===== config.mk =====
export PLATFORM = sky130hd
export DESIGN_NAME = afifo_host
export DESIGN_NICKNAME = d
export VERILOG_FILES = /design/src/verilog/afifo_pkg.sv /design/src/verilog/afifo_seq.sv /design/src/verilog/afifo_host.sv
export SDC_FILE = /design/constraint.sdc
export NUM_CORES = 1
export LEC_CHECK = 0
export ABC_AREA = 1
export ABC_CLOCK_PERIOD_IN_PS = 2000
export BUFFER_PORTS_ARGS = -buffer_cell sky130_fd_sc_hd__buf_2
export CAP_MARGIN = 0
export CORE_UTILIZATION = 53
export DETAILED_ROUTE_END_ITERATION = 6
export GPL_ROUTABILITY_DRIVEN = 0
export PLACE_DENSITY_LB_ADDON = 0.25
export SKIP_CTS_REPAIR_TIMING = 1
export SLEW_MARGIN = 10
export SYNTH_ARGS = -nofsm -noshare
export SYNTH_HDL_FRONTEND = slang
export SYNTH_HIERARCHICAL = 1
export SYNTH_SLANG_ARGS = --single-unit

===== constraint.sdc =====
create_clock -name clk_i -period 2 [get_ports clk_i]
set_input_delay 0.2 -clock clk_i [delete_from_list [all_inputs] [get_ports clk_i]]
set_output_delay 0.2 -clock clk_i [all_outputs]
set_load 0.02 [all_outputs]

===== src/verilog/afifo_pkg.sv =====
// package: constants, types and the register map of the fifo pin controller
package afifo_pkg;
	// ==========================================
	// clock and timing
	localparam int CLK_PERIOD_NS = 100;
	localparam int RESET_PULSE_NS = 20;
	localparam int RESET_RECOVER_NS = 10;
	localparam int STROBE_PULSE_NS = 20;
	localparam int STROBE_RECOVER_NS = 10;
	localparam int FLAG_DELAY_NS = 20;
	localparam int DATA_SETUP_NS = 10;
	localparam int HALF_FLAG_DELAY_NS = 30;
	localparam int RESET_CYC = (RESET_PULSE_NS + CLK_PERIOD_NS - 1) / CLK_PERIOD_NS;
	localparam int RECOVER_CYC = (STROBE_RECOVER_NS + CLK_PERIOD_NS - 1) / CLK_PERIOD_NS;
	localparam int PULSE_CYC = (STROBE_PULSE_NS + CLK_PERIOD_NS - 1) / CLK_PERIOD_NS;
	localparam int FLAG_CYC = (HALF_FLAG_DELAY_NS + CLK_PERIOD_NS - 1) / CLK_PERIOD_NS;
	localparam int SETUP_CYC = (DATA_SETUP_NS + CLK_PERIOD_NS - 1) / CLK_PERIOD_NS;
	// ==========================================
	// device geometry
	localparam int WORD_W = 9;
	localparam int DEPTH = 2048;
	localparam int HALF_LEVEL = 1024;
	localparam int CNT_W = 12;
	localparam int TMR_W = 4;
	// ==========================================
	// controller register map
	localparam logic [3:0] ADDR_CTRL = 4'h0;
	localparam logic [3:0] ADDR_WDATA = 4'h1;
	localparam logic [3:0] ADDR_RDATA = 4'h2;
	localparam logic [3:0] ADDR_STATUS = 4'h3;
	localparam logic [3:0] ADDR_COUNT = 4'h4;
	localparam int CTRL_RESET_BIT = 0;
	localparam int CTRL_REWIND_BIT = 1;
	localparam int CTRL_READ_BIT = 2;
	localparam int CTRL_CASCADE_BIT = 3;
	localparam int CTRL_FIRST_BIT = 4;
	localparam int ST_BUSY_BIT = 0;
	localparam int ST_EMPTY_BIT = 1;
	localparam int ST_FULL_BIT = 2;
	localparam int ST_HALF_BIT = 3;
	localparam int ST_RVALID_BIT = 4;
	localparam int ST_INIT_BIT = 5;
	localparam int ST_DROP_BIT = 6;
	localparam logic [31:0] UNMAPPED_VAL = 32'h0000_0000;
	// ==========================================
	// types
	typedef enum logic [1:0] {
		AFIFO_OP_WRITE,
		AFIFO_OP_READ,
		AFIFO_OP_RESET,
		AFIFO_OP_REWIND
	} afifo_op_t;

	typedef struct packed {
		logic [3:0] addr;
		logic [31:0] wdata;
		logic wr;
		logic rd;
	} afifo_bus_req_t;

	typedef struct packed {
		logic reset_n;
		logic wr_n;
		logic rd_n;
		logic rewind_n;
		logic first_device_sel;
		logic [WORD_W-1:0] wr_word;
	} afifo_pins_out_t;

	typedef struct packed {
		logic empty_n;
		logic full_n;
		logic chain_out_n;
		logic [WORD_W-1:0] rd_word;
	} afifo_pins_in_t;
endpackage


===== src/verilog/afifo_seq.sv =====
// pin sequencer: times one strobe operation on the fifo device pins
module afifo_seq
	import afifo_pkg::*;
(
	input wire logic clk_i,
	input wire logic reset_i,
	input wire logic start_i,
	input wire afifo_pkg::afifo_op_t op_i,
	output logic busy_o,
	output logic active_o,
	output logic sample_o,
	output logic done_o
);
	import afifo_pkg::*;

	// ==========================================
	// state
	typedef enum logic [1:0] {
		AFIFO_SQ_IDLE,
		AFIFO_SQ_SETUP,
		AFIFO_SQ_PULSE,
		AFIFO_SQ_RECOVER
	} afifo_sq_t;

	typedef struct packed {
		afifo_sq_t st;
		afifo_op_t op;
		logic [TMR_W-1:0] tmr;
	} afifo_seq_state_t;

	afifo_seq_state_t s_q;
	afifo_seq_state_t s_d;

	function automatic logic [TMR_W-1:0] cyc(input int n);
		return TMR_W'(n - 1);
	endfunction

	function automatic logic [TMR_W-1:0] recover_len();
		return cyc(FLAG_CYC > RECOVER_CYC ? FLAG_CYC : RECOVER_CYC);
	endfunction

	function automatic logic [TMR_W-1:0] pulse_len(input afifo_op_t op);
		if (op == AFIFO_OP_RESET)
		begin
			return cyc(RESET_CYC);
		end
		return cyc(PULSE_CYC);
	endfunction

	// ==========================================
	// sequencing
	always_comb
	begin
		s_d = s_q;
		sample_o = 1'b0;
		done_o = 1'b0;
		case (s_q.st)
			AFIFO_SQ_IDLE:
			begin
				if (start_i)
				begin
					s_d.op = op_i;
					s_d.st = AFIFO_SQ_SETUP;
					s_d.tmr = cyc(SETUP_CYC);
				end
			end
			AFIFO_SQ_SETUP:
			begin
				if (s_q.tmr == '0)
				begin
					s_d.st = AFIFO_SQ_PULSE;
					s_d.tmr = pulse_len(s_q.op);
				end
				else
				begin
					s_d.tmr = s_q.tmr - 1'b1;
				end
			end
			AFIFO_SQ_PULSE:
			begin
				if (s_q.tmr == '0)
				begin
					s_d.st = AFIFO_SQ_RECOVER;
					s_d.tmr = recover_len();
				end
				else
				begin
					s_d.tmr = s_q.tmr - 1'b1;
				end
			end
			AFIFO_SQ_RECOVER:
			begin
				// registered strobe is still low in the first recover cycle
				sample_o = (s_q.tmr == recover_len());
				if (s_q.tmr == '0)
				begin
					done_o = 1'b1;
					s_d.st = AFIFO_SQ_IDLE;
				end
				else
				begin
					s_d.tmr = s_q.tmr - 1'b1;
				end
			end
			default:
			begin
				s_d.st = AFIFO_SQ_IDLE;
			end
		endcase
	end

	always_ff @(posedge clk_i)
	begin
		if (reset_i)
		begin
			s_q <= '{st: AFIFO_SQ_IDLE, op: AFIFO_OP_WRITE, tmr: '0};
		end
		else
		begin
			s_q <= s_d;
		end
	end

	assign busy_o = (s_q.st != AFIFO_SQ_IDLE);
	assign active_o = (s_q.st == AFIFO_SQ_PULSE);
endmodule


===== src/verilog/afifo_host.sv =====
// fifo host controller: register port to the fifo device pins
// ==========================================
// Notes on behaviour
// reset pin is held low at least the minimum reset pulse width
// device reset returns both pointers to the first location
// one reset cycle follows power-up before any write or read
// read and write strobes stay high while reset is low
// during reset empty asserts, full and half-full deassert
// write starts only when full is clear; word held around rising strobe
// device stores words at successive locations independent of reads
// full device asserts full and ignores writes until a read or reset
// read starts only when empty is clear; words return in write order
// data outputs go high impedance when read strobe rises (the bench device model drives the inverted last word instead)
// after last word empty asserts and reads are blocked
// empty clears during a write into an empty device; then read may start
// single device: rewind low returns read pointer to memory start
// read and write strobes stay high while rewind is low
// cascade: first-load pin low on first device, high on others
// chain input low when single; fed from previous device when cascaded (chain_in_n_o is tied low in both modes)
// cascaded full device passes the write token on chain out
// stand-alone: chain out acts as active-low half-full indication
// cascade: empty flags combined through one gate, full through another
// cascade: rewind and half-full indication unavailable
// each data port carries one nine-bit word
// full clears within a bounded delay after the freeing read strobe rises
// half-full asserted while more than 1024 words stored
//
// Added by the designer: the plain strobed port and the register addresses.
module afifo_host
	import afifo_pkg::*;
(
	input wire logic clk_i,
	input wire logic reset_i,
	input wire logic [3:0] bus_addr_i,
	input wire logic [31:0] bus_wdata_i,
	input wire logic bus_wr_i,
	input wire logic bus_rd_i,
	output logic [31:0] bus_rdata_o,
	output logic reset_n_o,
	output logic wr_n_o,
	output logic rd_n_o,
	output logic rewind_n_o,
	output logic first_device_sel_o,
	output logic chain_in_n_o,
	output logic [afifo_pkg::WORD_W-1:0] wr_word_o,
	input wire logic empty_n_i,
	input wire logic full_n_i,
	input wire logic chain_out_n_i,
	input wire logic [afifo_pkg::WORD_W-1:0] rd_word_i
);
	import afifo_pkg::*;

	// ==========================================
	// state
	typedef struct packed {
		afifo_pins_out_t pins;
		logic [WORD_W-1:0] rdata;
		logic rvalid;
		logic inited;
		logic drop;
		logic cascade;
		logic first;
		logic [CNT_W-1:0] count;
		logic [31:0] bus_rdata;
		logic pend;
		afifo_op_t pend_op;
	} afifo_host_state_t;

	afifo_host_state_t s_q;
	afifo_host_state_t s_d;
	afifo_bus_req_t req;
	afifo_pins_in_t pin_in;
	logic seq_busy;
	logic seq_active;
	logic seq_sample;
	logic start;
	logic half_flag;

	function automatic logic [31:0] word32(input logic [WORD_W-1:0] w);
		return {{(32-WORD_W){1'b0}}, w};
	endfunction

	assign req = '{addr: bus_addr_i, wdata: bus_wdata_i, wr: bus_wr_i, rd: bus_rd_i};
	// one composite flag pair
	assign pin_in = '{empty_n: empty_n_i, full_n: full_n_i, chain_out_n: chain_out_n_i,
		rd_word: rd_word_i};
	// half level only
	assign half_flag = !s_q.cascade && !pin_in.chain_out_n;

	// ==========================================
	// strobe sequencer
	afifo_seq u_seq (
		.clk_i(clk_i),
		.reset_i(reset_i),
		.start_i(start),
		.op_i(s_q.pend_op),
		.busy_o(seq_busy),
		.active_o(seq_active),
		.sample_o(seq_sample),
		.done_o()
	);

	assign start = s_q.pend && !seq_busy;

	// ==========================================
	// register port and pin control
	always_comb
	begin
		s_d = s_q;
		s_d.bus_rdata = UNMAPPED_VAL;
		if (req.rd)
		begin
			case (req.addr)
				ADDR_CTRL:
				begin
					s_d.bus_rdata = '0;
					s_d.bus_rdata[CTRL_CASCADE_BIT] = s_q.cascade;
					s_d.bus_rdata[CTRL_FIRST_BIT] = s_q.first;
				end
				ADDR_WDATA:
				begin
					s_d.bus_rdata = word32(s_q.pins.wr_word);
				end
				ADDR_RDATA:
				begin
					s_d.bus_rdata = word32(s_q.rdata);
					s_d.rvalid = 1'b0;
				end
				ADDR_STATUS:
				begin
					s_d.bus_rdata = '0;
					s_d.bus_rdata[ST_BUSY_BIT] = s_q.pend || seq_busy;
					s_d.bus_rdata[ST_EMPTY_BIT] = !pin_in.empty_n;
					s_d.bus_rdata[ST_FULL_BIT] = !pin_in.full_n;
					s_d.bus_rdata[ST_HALF_BIT] = half_flag;
					s_d.bus_rdata[ST_RVALID_BIT] = s_q.rvalid;
					s_d.bus_rdata[ST_INIT_BIT] = s_q.inited;
					s_d.bus_rdata[ST_DROP_BIT] = s_q.drop;
				end
				ADDR_COUNT:
				begin
					s_d.bus_rdata = {{(32-CNT_W){1'b0}}, s_q.count};
				end
				default:
				begin
					s_d.bus_rdata = UNMAPPED_VAL;
				end
			endcase
		end
		if (start)
		begin
			s_d.pend = 1'b0;
		end
		// accept a new order only while nothing is queued or running
		if (req.wr && !s_q.pend && !seq_busy)
		begin
			if (req.addr == ADDR_CTRL)
			begin
				s_d.cascade = req.wdata[CTRL_CASCADE_BIT];
				s_d.first = req.wdata[CTRL_FIRST_BIT];
				if (req.wdata[CTRL_RESET_BIT])
				begin
					s_d.pend = 1'b1;
					s_d.pend_op = AFIFO_OP_RESET;
				end
				// no rewind when cascaded
				else if (req.wdata[CTRL_REWIND_BIT] && !req.wdata[CTRL_CASCADE_BIT] && s_q.inited)
				begin
					s_d.pend = 1'b1;
					s_d.pend_op = AFIFO_OP_REWIND;
				end
				// read gated by empty
				else if (req.wdata[CTRL_READ_BIT] && s_q.inited && pin_in.empty_n)
				begin
					s_d.pend = 1'b1;
					s_d.pend_op = AFIFO_OP_READ;
				end
				else if (req.wdata[CTRL_READ_BIT])
				begin
					s_d.drop = 1'b1;
				end
			end
			else if (req.addr == ADDR_WDATA)
			begin
				// nine-bit word
				s_d.pins.wr_word = req.wdata[WORD_W-1:0];
				// no write before reset
				// write gated by full
				if (s_q.inited && pin_in.full_n)
				begin
					s_d.pend = 1'b1;
					s_d.pend_op = AFIFO_OP_WRITE;
				end
				else
				begin
					s_d.drop = 1'b1;
				end
			end
			else if (req.addr == ADDR_STATUS)
			begin
				s_d.drop = s_q.drop && !req.wdata[ST_DROP_BIT];
			end
		end
		// first-load pin tie
		// rewind only in single mode
		s_d.pins.first_device_sel = s_q.cascade ? !s_q.first : 1'b1;
		// reset pulse width
		// strobes idle in reset
		// strobes idle in rewind
		s_d.pins.reset_n = !(seq_active && s_q.pend_op == AFIFO_OP_RESET);
		s_d.pins.rewind_n = !(seq_active && s_q.pend_op == AFIFO_OP_REWIND && !s_q.cascade);
		s_d.pins.wr_n = !(seq_active && s_q.pend_op == AFIFO_OP_WRITE);
		s_d.pins.rd_n = !(seq_active && s_q.pend_op == AFIFO_OP_READ);
		if (s_q.cascade && s_q.pend_op == AFIFO_OP_REWIND)
		begin
			s_d.pins.first_device_sel = !s_q.first;
		end
		else if (seq_active && s_q.pend_op == AFIFO_OP_REWIND)
		begin
			s_d.pins.first_device_sel = 1'b0;
		end
		if (seq_sample)
		begin
			case (s_q.pend_op)
				AFIFO_OP_READ:
				begin
					// sample before strobe rises
					s_d.rdata = pin_in.rd_word;
					s_d.rvalid = 1'b1;
					s_d.count = (s_q.count == '0) ? '0 : s_q.count - 1'b1;
				end
				AFIFO_OP_WRITE:
				begin
					// count limited at depth
					if (s_q.count != CNT_W'(DEPTH))
					begin
						s_d.count = s_q.count + 1'b1;
					end
				end
				AFIFO_OP_RESET:
				begin
					// pointers home
					s_d.count = '0;
					s_d.inited = 1'b1;
					s_d.rvalid = 1'b0;
				end
				AFIFO_OP_REWIND:
				begin
					s_d.count = '0;
				end
				default:
				begin
					s_d.count = s_q.count;
				end
			endcase
		end
	end

	always_ff @(posedge clk_i)
	begin
		if (reset_i)
		begin
			s_q <= '{pins: '{reset_n: 1'b1, wr_n: 1'b1, rd_n: 1'b1, rewind_n: 1'b1,
				first_device_sel: 1'b1, wr_word: '0},
				rdata: '0, rvalid: 1'b0, inited: 1'b0, drop: 1'b0, cascade: 1'b0,
				first: 1'b0, count: '0, bus_rdata: '0, pend: 1'b0,
				pend_op: AFIFO_OP_RESET};
		end
		else
		begin
			s_q <= s_d;
		end
	end

	// ==========================================
	// outputs
	assign bus_rdata_o = s_q.bus_rdata;
	assign reset_n_o = s_q.pins.reset_n;
	assign wr_n_o = s_q.pins.wr_n;
	assign rd_n_o = s_q.pins.rd_n;
	assign rewind_n_o = s_q.pins.rewind_n;
	assign first_device_sel_o = s_q.pins.first_device_sel;
	// chain input tied low single
	assign chain_in_n_o = 1'b0;
	assign wr_word_o = s_q.pins.wr_word;
endmodule


==> results.rst, run 1 <==
.. list-table::
   :header-rows: 1

   * - Metric
     - Value
   * - Maximum number of buffers from clock root to sink
     - 2
   * - Number of buffers created by CTS
     - 9
   * - Sw Share
     - 0.350
   * - Synthesized cell area
     - 3680 um2
   * - Fin cells
     - 663
   * - Starting DRT DRC Count
     - 153
   * - Post-route clock skew
     - 8.78 ps
   * - Run status
     - finished, final reports clean
   * - Count of placed standard cells including taps
     - 648
   * - Total wire length after detailed routing
     - 8390 um
   * - Critical path type
     - reg2reg
   * - CP Capture Type
     - flop
   * - H-tree level count
     - 3
   * - Maximum number of pins on one net before global-route repair
     - 20
   * - Clk network pwr share
     - 0.315
   * - Worst setup margin
     - 110 ps
   * - Synthesis-to-finish area growth
     - 8.26%
   * - Antenna violations before repair
     - 0
   * - Core occupancy in the finished layout
     - 0.590
   * - Xor-xnor portion of the synthesized cell area
     - 0.00952
   * - Maximum cell stage delay along the critical path
     - 340 ps
   * - Sink count of the clock tree
     - 61
   * - Sequential power share
     - 0.384
   * - Reg clk slew, reported paths
     - 70 ps
   * - Minimum setup slack among reg-to-reg paths
     - 110 ps
   * - Skew-Pair Late Insertion Delay
     - 350 ps
   * - Avg Cell Area, Syn
     - 6.78 um2
   * - P_sw
     - 1.24 mW
   * - Min-delay worst type
     - in2reg
   * - Fin Setup TNS
     - 0 ps
   * - Critical path peak fanout
     - 5
   * - Cells after Synth
     - 543
   * - Global-route usage over all layers
     - 0.243
   * - Final hold violation count
     - 0
   * - Share of flip-flops with an asynchronous set or reset after synthesis
     - 0
   * - Yosys warning count
     - 6
   * - I/O pins
     - 99
   * - Ranking of synthesized cells by area
     - sky130_fd_sc_hd__dfxtp_1, sky130_fd_sc_hd__nand2_1, sky130_fd_sc_hd__buf_4
   * - Proportion of layout cells with a drive suffix above 1
     - 0.173
   * - Average detailed-routed wire length per instance
     - 12.7 um
   * - Power per standard cell area
     - 892 nW/um2
   * - Critical R2R Launch
     - u_seq/s_q[6]
   * - Launch instance of the worst min-delay path
     - bus_wdata_i[7]
   * - Post-synthesis cell type with the largest combined area
     - sky130_fd_sc_hd__dfxtp_1
   * - Worst hold stages
     - 3
   * - Core Area
     - 6760 um2
   * - Simple-gate portion of the synthesized area
     - 0.311
   * - Setup-violating endpoint count in the final report
     - 0
   * - Max Freq
     - 529 MHz
   * - Fin crit share
     - 0.945
   * - Post-synth EDFFs
     - 0
   * - DRC violations left
     - 0
   * - Leakage component of the power
     - 1.92 nW
   * - RSZ-0062 raised after global routing
     - false
   * - CP max-delay cell
     - sky130_fd_sc_hd__dfxtp_1
   * - Element type at the critical path start
     - flop
   * - Path depth of the worst reg2reg path
     - 9
   * - Combined area of the multi-input logic cells
     - 1900 um2
   * - Site Rows
     - 30
   * - Post-synthesis mux area share
     - 0.00272
   * - Largest family of logic cells by synthesized area
     - simple AND/OR/NAND/NOR gates
   * - Most used standard cells in the synthesized netlist
     - sky130_fd_sc_hd__nand2_1, sky130_fd_sc_hd__nor2_1, sky130_fd_sc_hd__dfxtp_1, sky130_fd_sc_hd__inv_1, sky130_fd_sc_hd__buf_4
   * - Number of distinct library cell variants in the gate-level netlist after synthesis
     - 40
   * - Via density
     - 5.13
   * - Share of the synthesized area in the top cell type
     - 0.332
   * - CTS root buf
     - sky130_fd_sc_hd__clkbuf_8
   * - Ys flop type
     - sky130_fd_sc_hd__dfxtp_1
   * - Post-synthesis adder-cell area fraction
     - 0.0476
   * - Power share of the combinational group
     - 0.301
   * - Initial standard-cell utilization of the core
     - 0.545
   * - Filler cell count
     - 650
   * - Post-synthesis compound-gate area fraction
     - 0.123
   * - Final HPWL DP
     - 6230 um
   * - Number of nets still failing antenna checks after routing
     - 0
   * - GRT overflow
     - 0
   * - Diodes inserted
     - 0
   * - Flip-flop and latch area
     - 1220 um2
   * - Height of the die
     - 85.3 um
   * - Internal cell power
     - 2.31 mW
   * - Via Count
     - 3401
   * - Area after detailed placement
     - 3780 um2
   * - Clock tree from TritonCTS
     - done
   * - Max-slew violation total from the final report
     - 0
   * - Sequential share of the synthesized area
     - 0.332
   * - Endpoint required time on the critical path
     - 2240 ps
   * - TritonRoute pass-1 iters
     - 4
   * - Arrival time of the worst setup path
     - 2130 ps
   * - Worst path top cell family by delay
     - simple AND/OR/NAND/NOR gates
   * - Number of global-route vias before repair
     - 3156
   * - Maximum ir drop on the vdd rail
     - 0.693 mV
   * - Worst path buffer plus inverter count
     - 2
   * - First-pass GRT wire length
     - 13800 um
   * - Chip width
     - 85.3 um
   * - Worst setup slack after placement
     - 206 ps
   * - Total Die Area
     - 7280 um2
   * - Max-capacitance violation count
     - 0
   * - Cells along the critical path
     - inv_1 > ha_1 > inv_1 > nor2_1 > nand2_1 > a211oi_1 > o21ai_1 > nand2_1 > nand3_1
   * - Fin nets
     - 645
   * - Terminus of the critical flop-to-flop path
     - s_q[1]
   * - Most used standard cell by instance count after synthesis
     - sky130_fd_sc_hd__nand2_1
   * - Count of buffers inserted at the top-level ports
     - 54
   * - Synth Register Bits
     - 61
   * - Worst hold path endpoint
     - wr_word_o[7]
   * - Non-Filler Cell Area, Final
     - 3980 um2
   * - Clock period minus worst slack
     - 1890 ps
[per-stage QoR]
stage                     hold slack [ps]  power [mW]
after floorplan                       269        2.28
after global placement                424        2.42
after detailed placement              426        2.44
after CTS                            56.2        3.57
after global routing                 72.7        3.77
final                                67.3        3.55
[worst max path at each step]
stage	from	end	slack (ps)	cells after the start
after floorplan	s_q[35]	s_q[45]	480	10
after global placement	u_seq/s_q[6]	s_q[1]	240	9
after detailed placement	u_seq/s_q[6]	s_q[1]	210	9
after CTS	u_seq/s_q[6]	s_q[1]	180	9
after global routing	u_seq/s_q[6]	s_q[1]	40	9
final	u_seq/s_q[6]	s_q[1]	110	9
[sequential cells by signal, summed over array words and instances, names as in the netlist]
signal,cells
s_q,29
bus_rdata_o,12
wr_word_o,9
u_seq/s_q,6
first_device_sel_o,1
rd_n_o,1
reset_n_o,1
rewind_n_o,1
wr_n_o,1
[tightest hold or removal path, cell delays in order]
cell and delay (ps):
sky130_fd_sc_hd__buf_2 70, sky130_fd_sc_hd__nor2_1 30, sky130_fd_sc_hd__nor2_1 80
[routing by layer]
metal  vias to the layer above  global-route usage  wire, um
met5                         -                   0         0
met4                         0               0.108       195
met3                        21              0.0613       448
met2                       108               0.399      3930
met1                      1537               0.302      3820
li1                       1735                   -         -
[final cells by class]
cell class	count	share of cell area
multi-input cells	384	0.476
flip-flops and latches	61	0.307
repair buffers	60	0.0823
inverters	63	0.0600
clock buffers	11	0.0380
well taps	80	0.0251
clock inverters	4	0.0119
[power groups by stage]
stage | registers (mW) | logic, mW | clock network, mW
floorplan | 1.37 | 0.902 | 0
global placement | 1.39 | 1.03 | 0
detailed placement | 1.39 | 1.05 | 0
CTS | 1.36 | 1.06 | 1.14
global route | 1.37 | 1.21 | 1.19
finish | 1.37 | 1.07 | 1.12
[logic make-up (layout without fill, tap and decap cells)]
family,after synthesis,in the layout
and+or+nand+nor,259,259
other,1,21
AOI/OAI and AO/OA,85,85
buffers and inverters,118,138
xor gates and xnor gates,4,4
muxes,1,1
DFF,61,61
adders and majority gates,14,14
[cell usage in the layout, fill, tap and decap left out, drive strengths merged, types with 2 or more instances in the layout]
| cell type | synthesis | routed |
|---|---|---|
| conb | 1 | 21 |
| nor3 | 6 | 6 |
| nor2 | 90 | 90 |
| buf | 50 | 60 |
| o211ai | 3 | 3 |
| a211oi | 2 | 2 |
| nand2 | 121 | 121 |
| a21oi | 28 | 28 |
| clkinv | 2 | 4 |
| nand4 | 8 | 8 |
| or2 | 2 | 2 |
| dfxtp | 61 | 61 |
| xor2 | 3 | 3 |
| clkbuf | 5 | 11 |
| nand3 | 31 | 31 |
| o22ai | 3 | 3 |
| ha | 14 | 14 |
| o21ai | 45 | 45 |
| inv | 61 | 61 |
| a31oi | 2 | 2 |
Power figures use the tool's default switching activity.
==> run 2, diff against run 1 <==
--- a/config.mk
+++ b/config.mk
@@ -8,7 +8,6 @@
 export ABC_AREA = 1
 export ABC_CLOCK_PERIOD_IN_PS = 2000
 export BUFFER_PORTS_ARGS = -buffer_cell sky130_fd_sc_hd__buf_2
-export CAP_MARGIN = 0
 export CORE_UTILIZATION = 53
 export DETAILED_ROUTE_END_ITERATION = 6
 export GPL_ROUTABILITY_DRIVEN = 0
==> constraint.sdc (replaced) <==
create_clock -name clk_i -period 2 [get_ports clk_i]
set_input_delay 0.3 -clock clk_i [delete_from_list [all_inputs] [get_ports clk_i]]
set_output_delay 0.3 -clock clk_i [all_outputs]
set_load 0.02 [all_outputs]
==> run 2 against run 1 <==
Fmax up 4.9%. Clock-buffer cell count fell by 2. Highest routed layer unchanged. Final area up 0.91%. Largest cell class unchanged. Clock power rose by 12%.
==> results.rst, run 2 (same netlist as run 1, synthesis figures left out) <==
.. list-table::
   :header-rows: 1

   * - Metric
     - Value
   * - GRT overflow
     - 0 (unchanged)
   * - Count of buffers inserted at the top-level ports
     - 54 (unchanged)
   * - Critical path peak fanout
     - 6 (was 5)
   * - Fin cells
     - 665 (was 663)
   * - Reg clk slew, reported paths
     - 80 ps (was 70 ps)
   * - Synthesis-to-finish area growth
     - 9.25% (was 8.26%)
   * - Height of the die
     - 85.3 um (unchanged)
   * - Max Freq
     - 555 MHz (was 529 MHz)
   * - Total wire length after detailed routing
     - 8700 um (was 8390 um)
   * - Core Area
     - 6760 um2 (unchanged)
   * - Via density
     - 5.20 (was 5.13)
   * - CP Capture Type
     - flop (unchanged)
   * - Fin nets
     - 646 (was 645)
   * - H-tree level count
     - 3 (unchanged)
   * - TritonRoute pass-1 iters
     - 5 (was 4)
   * - Number of nets still failing antenna checks after routing
     - 0 (unchanged)
   * - Filler cell count
     - 645 (was 650)
   * - Maximum number of buffers from clock root to sink
     - 2 (unchanged)
   * - Run status
     - finished, final reports clean (unchanged)
   * - Leakage component of the power
     - 1.93 nW (was 1.92 nW)
   * - RSZ-0062 raised after global routing
     - false (unchanged)
   * - First-pass GRT wire length
     - 14000 um (was 13800 um)
   * - Total Die Area
     - 7280 um2 (unchanged)
   * - Max-capacitance violation count
     - 0 (unchanged)
   * - I/O pins
     - 99 (unchanged)
   * - CTS root buf
     - sky130_fd_sc_hd__clkbuf_8 (unchanged)
   * - Initial standard-cell utilization of the core
     - 0.545 (unchanged)
   * - DRC violations left
     - 0 (unchanged)
   * - Proportion of layout cells with a drive suffix above 1
     - 0.179 (was 0.173)
   * - Minimum setup slack among reg-to-reg paths
     - 200 ps (was 110 ps)
   * - Most frequent cells in the layout
     - sky130_fd_sc_hd__nand2_1, sky130_fd_sc_hd__nor2_1, sky130_fd_sc_hd__dfxtp_1 (unchanged)
   * - Skew-Pair Late Insertion Delay
     - 350 ps (about the same)
   * - Min-delay worst type
     - in2reg (unchanged)
   * - Critical path type
     - reg2reg (unchanged)
   * - Fin Setup TNS
     - 0 ps (unchanged)
   * - Worst setup margin
     - 198 ps (was 110 ps)
   * - Chip width
     - 85.3 um (unchanged)
   * - Site Rows
     - 30 (unchanged)
   * - Arrival time of the worst setup path
     - 2050 ps (was 2130 ps)
   * - Number of global-route vias before repair
     - 3131 (was 3156)
   * - Count of placed standard cells including taps
     - 649 (was 648)
   * - Maximum ir drop on the vdd rail
     - 1.08 mV (was 0.693 mV)
   * - Starting DRT DRC Count
     - 196 (was 153)
   * - Number of buffers created by CTS
     - 9 (unchanged)
   * - Sink count of the clock tree
     - 61 (unchanged)
   * - Average detailed-routed wire length per instance
     - 13.1 um (was 12.7 um)
   * - Worst setup slack after placement
     - 156 ps (was 206 ps)
   * - Clock period minus worst slack
     - 1800 ps (was 1890 ps)
   * - Via Count
     - 3459 (was 3401)
   * - Fin crit share
     - 0.901 (was 0.945)
   * - Core occupancy in the finished layout
     - 0.595 (was 0.590)
   * - Path depth of the worst reg2reg path
     - 10 (was 9)
   * - Post-route clock skew
     - 11.6 ps (was 8.78 ps)
   * - Clock tree from TritonCTS
     - done (unchanged)
   * - Final hold violation count
     - 0 (unchanged)
   * - Setup-violating endpoint count in the final report
     - 0 (unchanged)
   * - Diodes inserted
     - 0 (unchanged)
   * - Final HPWL DP
     - 6420 um (was 6230 um)
   * - Global-route usage over all layers
     - 0.244 (was 0.243)
   * - Max-slew violation total from the final report
     - 0 (unchanged)
   * - Worst hold stages
     - 3 (unchanged)
   * - Largest Register
     - s_q (unchanged)
   * - Flip-flop count of the largest register, all copies and words added
     - 29 (unchanged)
   * - Element type at the critical path start
     - flop (unchanged)
   * - Maximum number of pins on one net before global-route repair
     - 20 (unchanged)
   * - Power per standard cell area
     - 922 nW/um2 (was 892 nW/um2)
   * - Endpoint required time on the critical path
     - 2250 ps (was 2240 ps)
   * - Commonest non-fill, non-tap cell in the layout
     - sky130_fd_sc_hd__nand2_1 (unchanged)
   * - Antenna violations before repair
     - 0 (unchanged)
run 2: final timing paths:
check            startpoint           end
max            u_seq/s_q[6]  wr_word_o[6]
min          bus_wdata_i[8]  wr_word_o[8]
max reg2reg    u_seq/s_q[6]  wr_word_o[6]
min reg2reg          s_q[2]        s_q[2]
run 2: final cells by class:
type	instances	area, um2	area share
timing repair buffer	61	335	0.0834
clock buffer	9	124	0.0308
tap	80	100	0.0249
multi-input combinational	384	1900	0.474
inverter	63	239	0.0594
sequential	61	1220	0.304
clock inverter	7	96.3	0.0240
run 2: per-layer routing:
metal	up-vias	wire (um)	track usage
met2	95	4140	0.398
li1	1742	-	-
met3	17	471	0.0574
met1	1605	3970	0.320
met5	-	0	0
met4	0	114	0.0758
run 2: power breakdown:
group	internal [mW]	switching, mW	total (mW)
Combinational	0.391	0.701	1.09
Clock	0.708	0.541	1.25
Sequential	1.29	0.0725	1.36
run 2: metrics by stage:
step | power (mW) | instance area [um2] | hold WS [ps]
2_1_floorplan | 2.28 | 3750 | 369
3_3_place_gp | 2.42 | 3790 | 464
3_5_place_dp | 2.46 | 3790 | 478
4_1_cts | 3.70 | 4010 | 172
5_1_grt | 3.95 | 4020 | 175
6_report | 3.71 | 4020 | 175
run 2: worst max-delay path: stages, from the launching register on:
cell,delay (ps)
sky130_fd_sc_hd__dfxtp_1,340
sky130_fd_sc_hd__inv_1,120
sky130_fd_sc_hd__ha_1,180
sky130_fd_sc_hd__inv_1,80
sky130_fd_sc_hd__nor2_1,220
sky130_fd_sc_hd__nand2_2,150
sky130_fd_sc_hd__nor2_1,180
sky130_fd_sc_hd__buf_4,160
sky130_fd_sc_hd__inv_1,100
sky130_fd_sc_hd__nor2_1,120
sky130_fd_sc_hd__nor2_1,50
==> run 3, diff against run 2 <==
--- a/config.mk
+++ b/config.mk
@@ -8,6 +8,7 @@
 export ABC_AREA = 1
 export ABC_CLOCK_PERIOD_IN_PS = 2000
 export BUFFER_PORTS_ARGS = -buffer_cell sky130_fd_sc_hd__buf_2
+export CORE_ASPECT_RATIO = 1.2
 export CORE_UTILIZATION = 53
 export DETAILED_ROUTE_END_ITERATION = 6
 export GPL_ROUTABILITY_DRIVEN = 0
==> run 3 against run 2 <==
Sequential cell count is the same. Clock skew is 1.6 ps lower. Worst setup slack improved by 22 ps. Via count shrank 0.81%. Register-to-register slack better by 20 ps. Final area shrank 0.96%.
==> results.rst, run 3 (same netlist as run 1, synthesis figures left out) <==
.. list-table::
   :header-rows: 1

   * - Metric
     - Value
   * - Count of buffers inserted at the top-level ports
     - 54 (unchanged)
   * - Clock tree from TritonCTS
     - done (unchanged)
   * - Sink count of the clock tree
     - 61 (unchanged)
   * - Skew-Pair Late Insertion Delay
     - 360 ps (was 350 ps)
   * - Via Count
     - 3431 (was 3459)
   * - Arrival time of the worst setup path
     - 2020 ps (was 2050 ps)
   * - Clock period minus worst slack
     - 1780 ps (was 1800 ps)
   * - Chip width
     - 78.1 um (was 85.3 um)
   * - Number of global-route vias before repair
     - 3150 (was 3131)
   * - Maximum ir drop on the vdd rail
     - 0.763 mV (was 1.08 mV)
   * - Global-route usage over all layers
     - 0.251 (was 0.244)
   * - H-tree level count
     - 3 (unchanged)
   * - Worst setup slack after placement
     - 185 ps (was 156 ps)
   * - DRC violations left
     - 0 (unchanged)
   * - Fin crit share
     - 0.890 (was 0.901)
   * - Max-slew violation total from the final report
     - 0 (unchanged)
   * - Worst path buffer plus inverter count
     - 2 (was 4)
   * - Element type at the critical path start
     - flop (unchanged)
   * - Worst path top cell family by delay
     - simple AND/OR/NAND/NOR gates (unchanged)
   * - Maximum cell stage delay along the critical path
     - 340 ps (about the same)
   * - Site Rows
     - 32 (was 30)
   * - Post-route clock skew
     - 10.1 ps (was 11.6 ps)
   * - Worst hold stages
     - 3 (unchanged)
   * - Critical path peak fanout
     - 5 (was 6)
   * - Via density
     - 5.12 (was 5.20)
   * - Launch instance of the worst min-delay path
     - bus_wdata_i[7] (was bus_wdata_i[8])
   * - Initial standard-cell utilization of the core
     - 0.560 (was 0.545)
   * - GRT overflow
     - 0 (unchanged)
   * - Area after detailed placement
     - 3800 um2 (was 3790 um2)
   * - Critical path type
     - reg2reg (unchanged)
   * - TritonRoute pass-1 iters
     - 5 (unchanged)
   * - Diodes inserted
     - 0 (unchanged)
   * - Final hold violation count
     - 0 (unchanged)
   * - Leakage component of the power
     - 1.91 nW (was 1.93 nW)
   * - Total wire length after detailed routing
     - 8680 um (was 8700 um)
   * - Critical R2R Launch
     - u_seq/s_q[7] (was u_seq/s_q[6])
   * - Endpoint required time on the critical path
     - 2240 ps (was 2250 ps)
   * - CP max-delay cell
     - sky130_fd_sc_hd__dfxtp_1 (unchanged)
   * - Final HPWL DP
     - 6470 um (was 6420 um)
   * - Number of buffers created by CTS
     - 9 (unchanged)
   * - Non-Filler Cell Area, Final
     - 3980 um2 (was 4020 um2)
   * - Commonest non-fill, non-tap cell in the layout
     - sky130_fd_sc_hd__nand2_1 (unchanged)
   * - Max-capacitance violation count
     - 0 (unchanged)
   * - Cells along the critical path
     - inv_1 > ha_1 > inv_1 > nor2_1 > nand2_1 > a211oi_2 > o21ai_1 > nand2_1 > nand3_1 (was inv_1 > ha_1 > inv_1 > nor2_1 > nand2_2 > nor2_1 > buf_4 > inv_1 > nor2_1 > nor2_1)
   * - Power per standard cell area
     - 864 nW/um2 (was 922 nW/um2)
   * - Starting DRT DRC Count
     - 218 (was 196)
   * - Path depth of the worst reg2reg path
     - 9 (was 10)
   * - Maximum number of pins on one net before global-route repair
     - 20 (unchanged)
   * - Synthesis-to-finish area growth
     - 8.19% (was 9.25%)
   * - Run status
     - finished, final reports clean (unchanged)
   * - Filler cell count
     - 638 (was 645)
   * - Most frequent cells in the layout
     - sky130_fd_sc_hd__nand2_1, sky130_fd_sc_hd__nor2_1, sky130_fd_sc_hd__dfxtp_1 (unchanged)
   * - CTS root buf
     - sky130_fd_sc_hd__clkbuf_8 (unchanged)
   * - Core Area
     - 6570 um2 (was 6760 um2)
   * - CP Capture Type
     - flop (unchanged)
   * - Largest Register
     - s_q (unchanged)
   * - Reg clk slew, reported paths
     - 70 ps (was 80 ps)
   * - Max Freq
     - 562 MHz (was 555 MHz)
   * - Antenna violations before repair
     - 0 (unchanged)
   * - Worst setup margin
     - 220 ps (was 198 ps)
   * - Number of gates on the worst path with buffers counted
     - 9 (was 10)
   * - First element of the critical path
     - u_seq/s_q[7] (was u_seq/s_q[6])
   * - Flip-flop count of the largest register, all copies and words added
     - 29 (unchanged)
   * - Total Die Area
     - 7280 um2 (about the same)
   * - Number of nets still failing antenna checks after routing
     - 0 (unchanged)
   * - Maximum number of buffers from clock root to sink
     - 2 (unchanged)
   * - First-pass GRT wire length
     - 14300 um (was 14000 um)
   * - Min-delay worst type
     - in2reg (unchanged)
   * - I/O pins
     - 99 (unchanged)
   * - RSZ-0062 raised after global routing
     - true (was false)
   * - Average detailed-routed wire length per instance
     - 13.0 um (was 13.1 um)
   * - Height of the die
     - 93.3 um (was 85.3 um)
   * - Fin nets
     - 646 (unchanged)
   * - Setup-violating endpoint count in the final report
     - 0 (unchanged)
   * - Proportion of layout cells with a drive suffix above 1
     - 0.179 (unchanged)
[run 3: cell count changes in the layout (fill, tap and decap cells not counted), sizes merged]
cell / change
clkinv: +2
bufinv: -2
inv: -1
clkinvlp: +1
[run 3: worst register-to-register path, cell delays in order, from the launching register on]
cell and delay (ps):
sky130_fd_sc_hd__dfxtp_1 340, sky130_fd_sc_hd__inv_1 110, sky130_fd_sc_hd__ha_1 150, sky130_fd_sc_hd__inv_1 60, sky130_fd_sc_hd__nor2_1 210, sky130_fd_sc_hd__nand2_1 210, sky130_fd_sc_hd__a211oi_2 280, sky130_fd_sc_hd__o21ai_1 160
sky130_fd_sc_hd__nand2_1 90, sky130_fd_sc_hd__nand3_1 60
[run 3: layout make-up]
| type | instances | area (um2) | share of cell area |
|---|---|---|---|
| multi-input cells | 384 | 1900 | 0.478 |
| flip-flops and latches | 61 | 1220 | 0.307 |
| repair buffers | 61 | 335 | 0.0842 |
| inverters | 63 | 239 | 0.0600 |
| clock buffers | 9 | 124 | 0.0311 |
| well taps | 85 | 106 | 0.0267 |
| clock inverters | 7 | 51.3 | 0.0129 |
[run 3: final timing paths]
kind	slack (ps)	end
worst max-delay path	220	s_q[1]
worst min-delay path	170	wr_word_o[7]
worst max register to register	220	s_q[1]
worst min register to register	480	s_q[51]
[run 3: through the flow]
stage	hold WS, ps	cells	TNS [ps]	util	total power, mW
CTS	163	670	0	0.605	3.43
global route	167	670	-60.1	0.606	3.66
detailed placement	467	654	0	0.579	2.44
global placement	469	654	0	0.579	2.42
finish	167	670	0	0.606	3.44
floorplan	369	563	0	-	2.28
[run 3: power by group]
group          leakage [nW]  internal [mW]  switching (mW)
Combinational          1.33          0.383           0.687
Clock                0.0909          0.454           0.551
Sequential            0.493           1.29          0.0712
[run 3: routing by layer]
layer  track usage  part of all wire  vias to the layer above
met2         0.427              0.50                      107
met4        0.0972             0.014                        0
met1         0.308              0.44                     1569
met5             0                 0                        -
li1              -                 -                     1737
met3        0.0517             0.050                       18
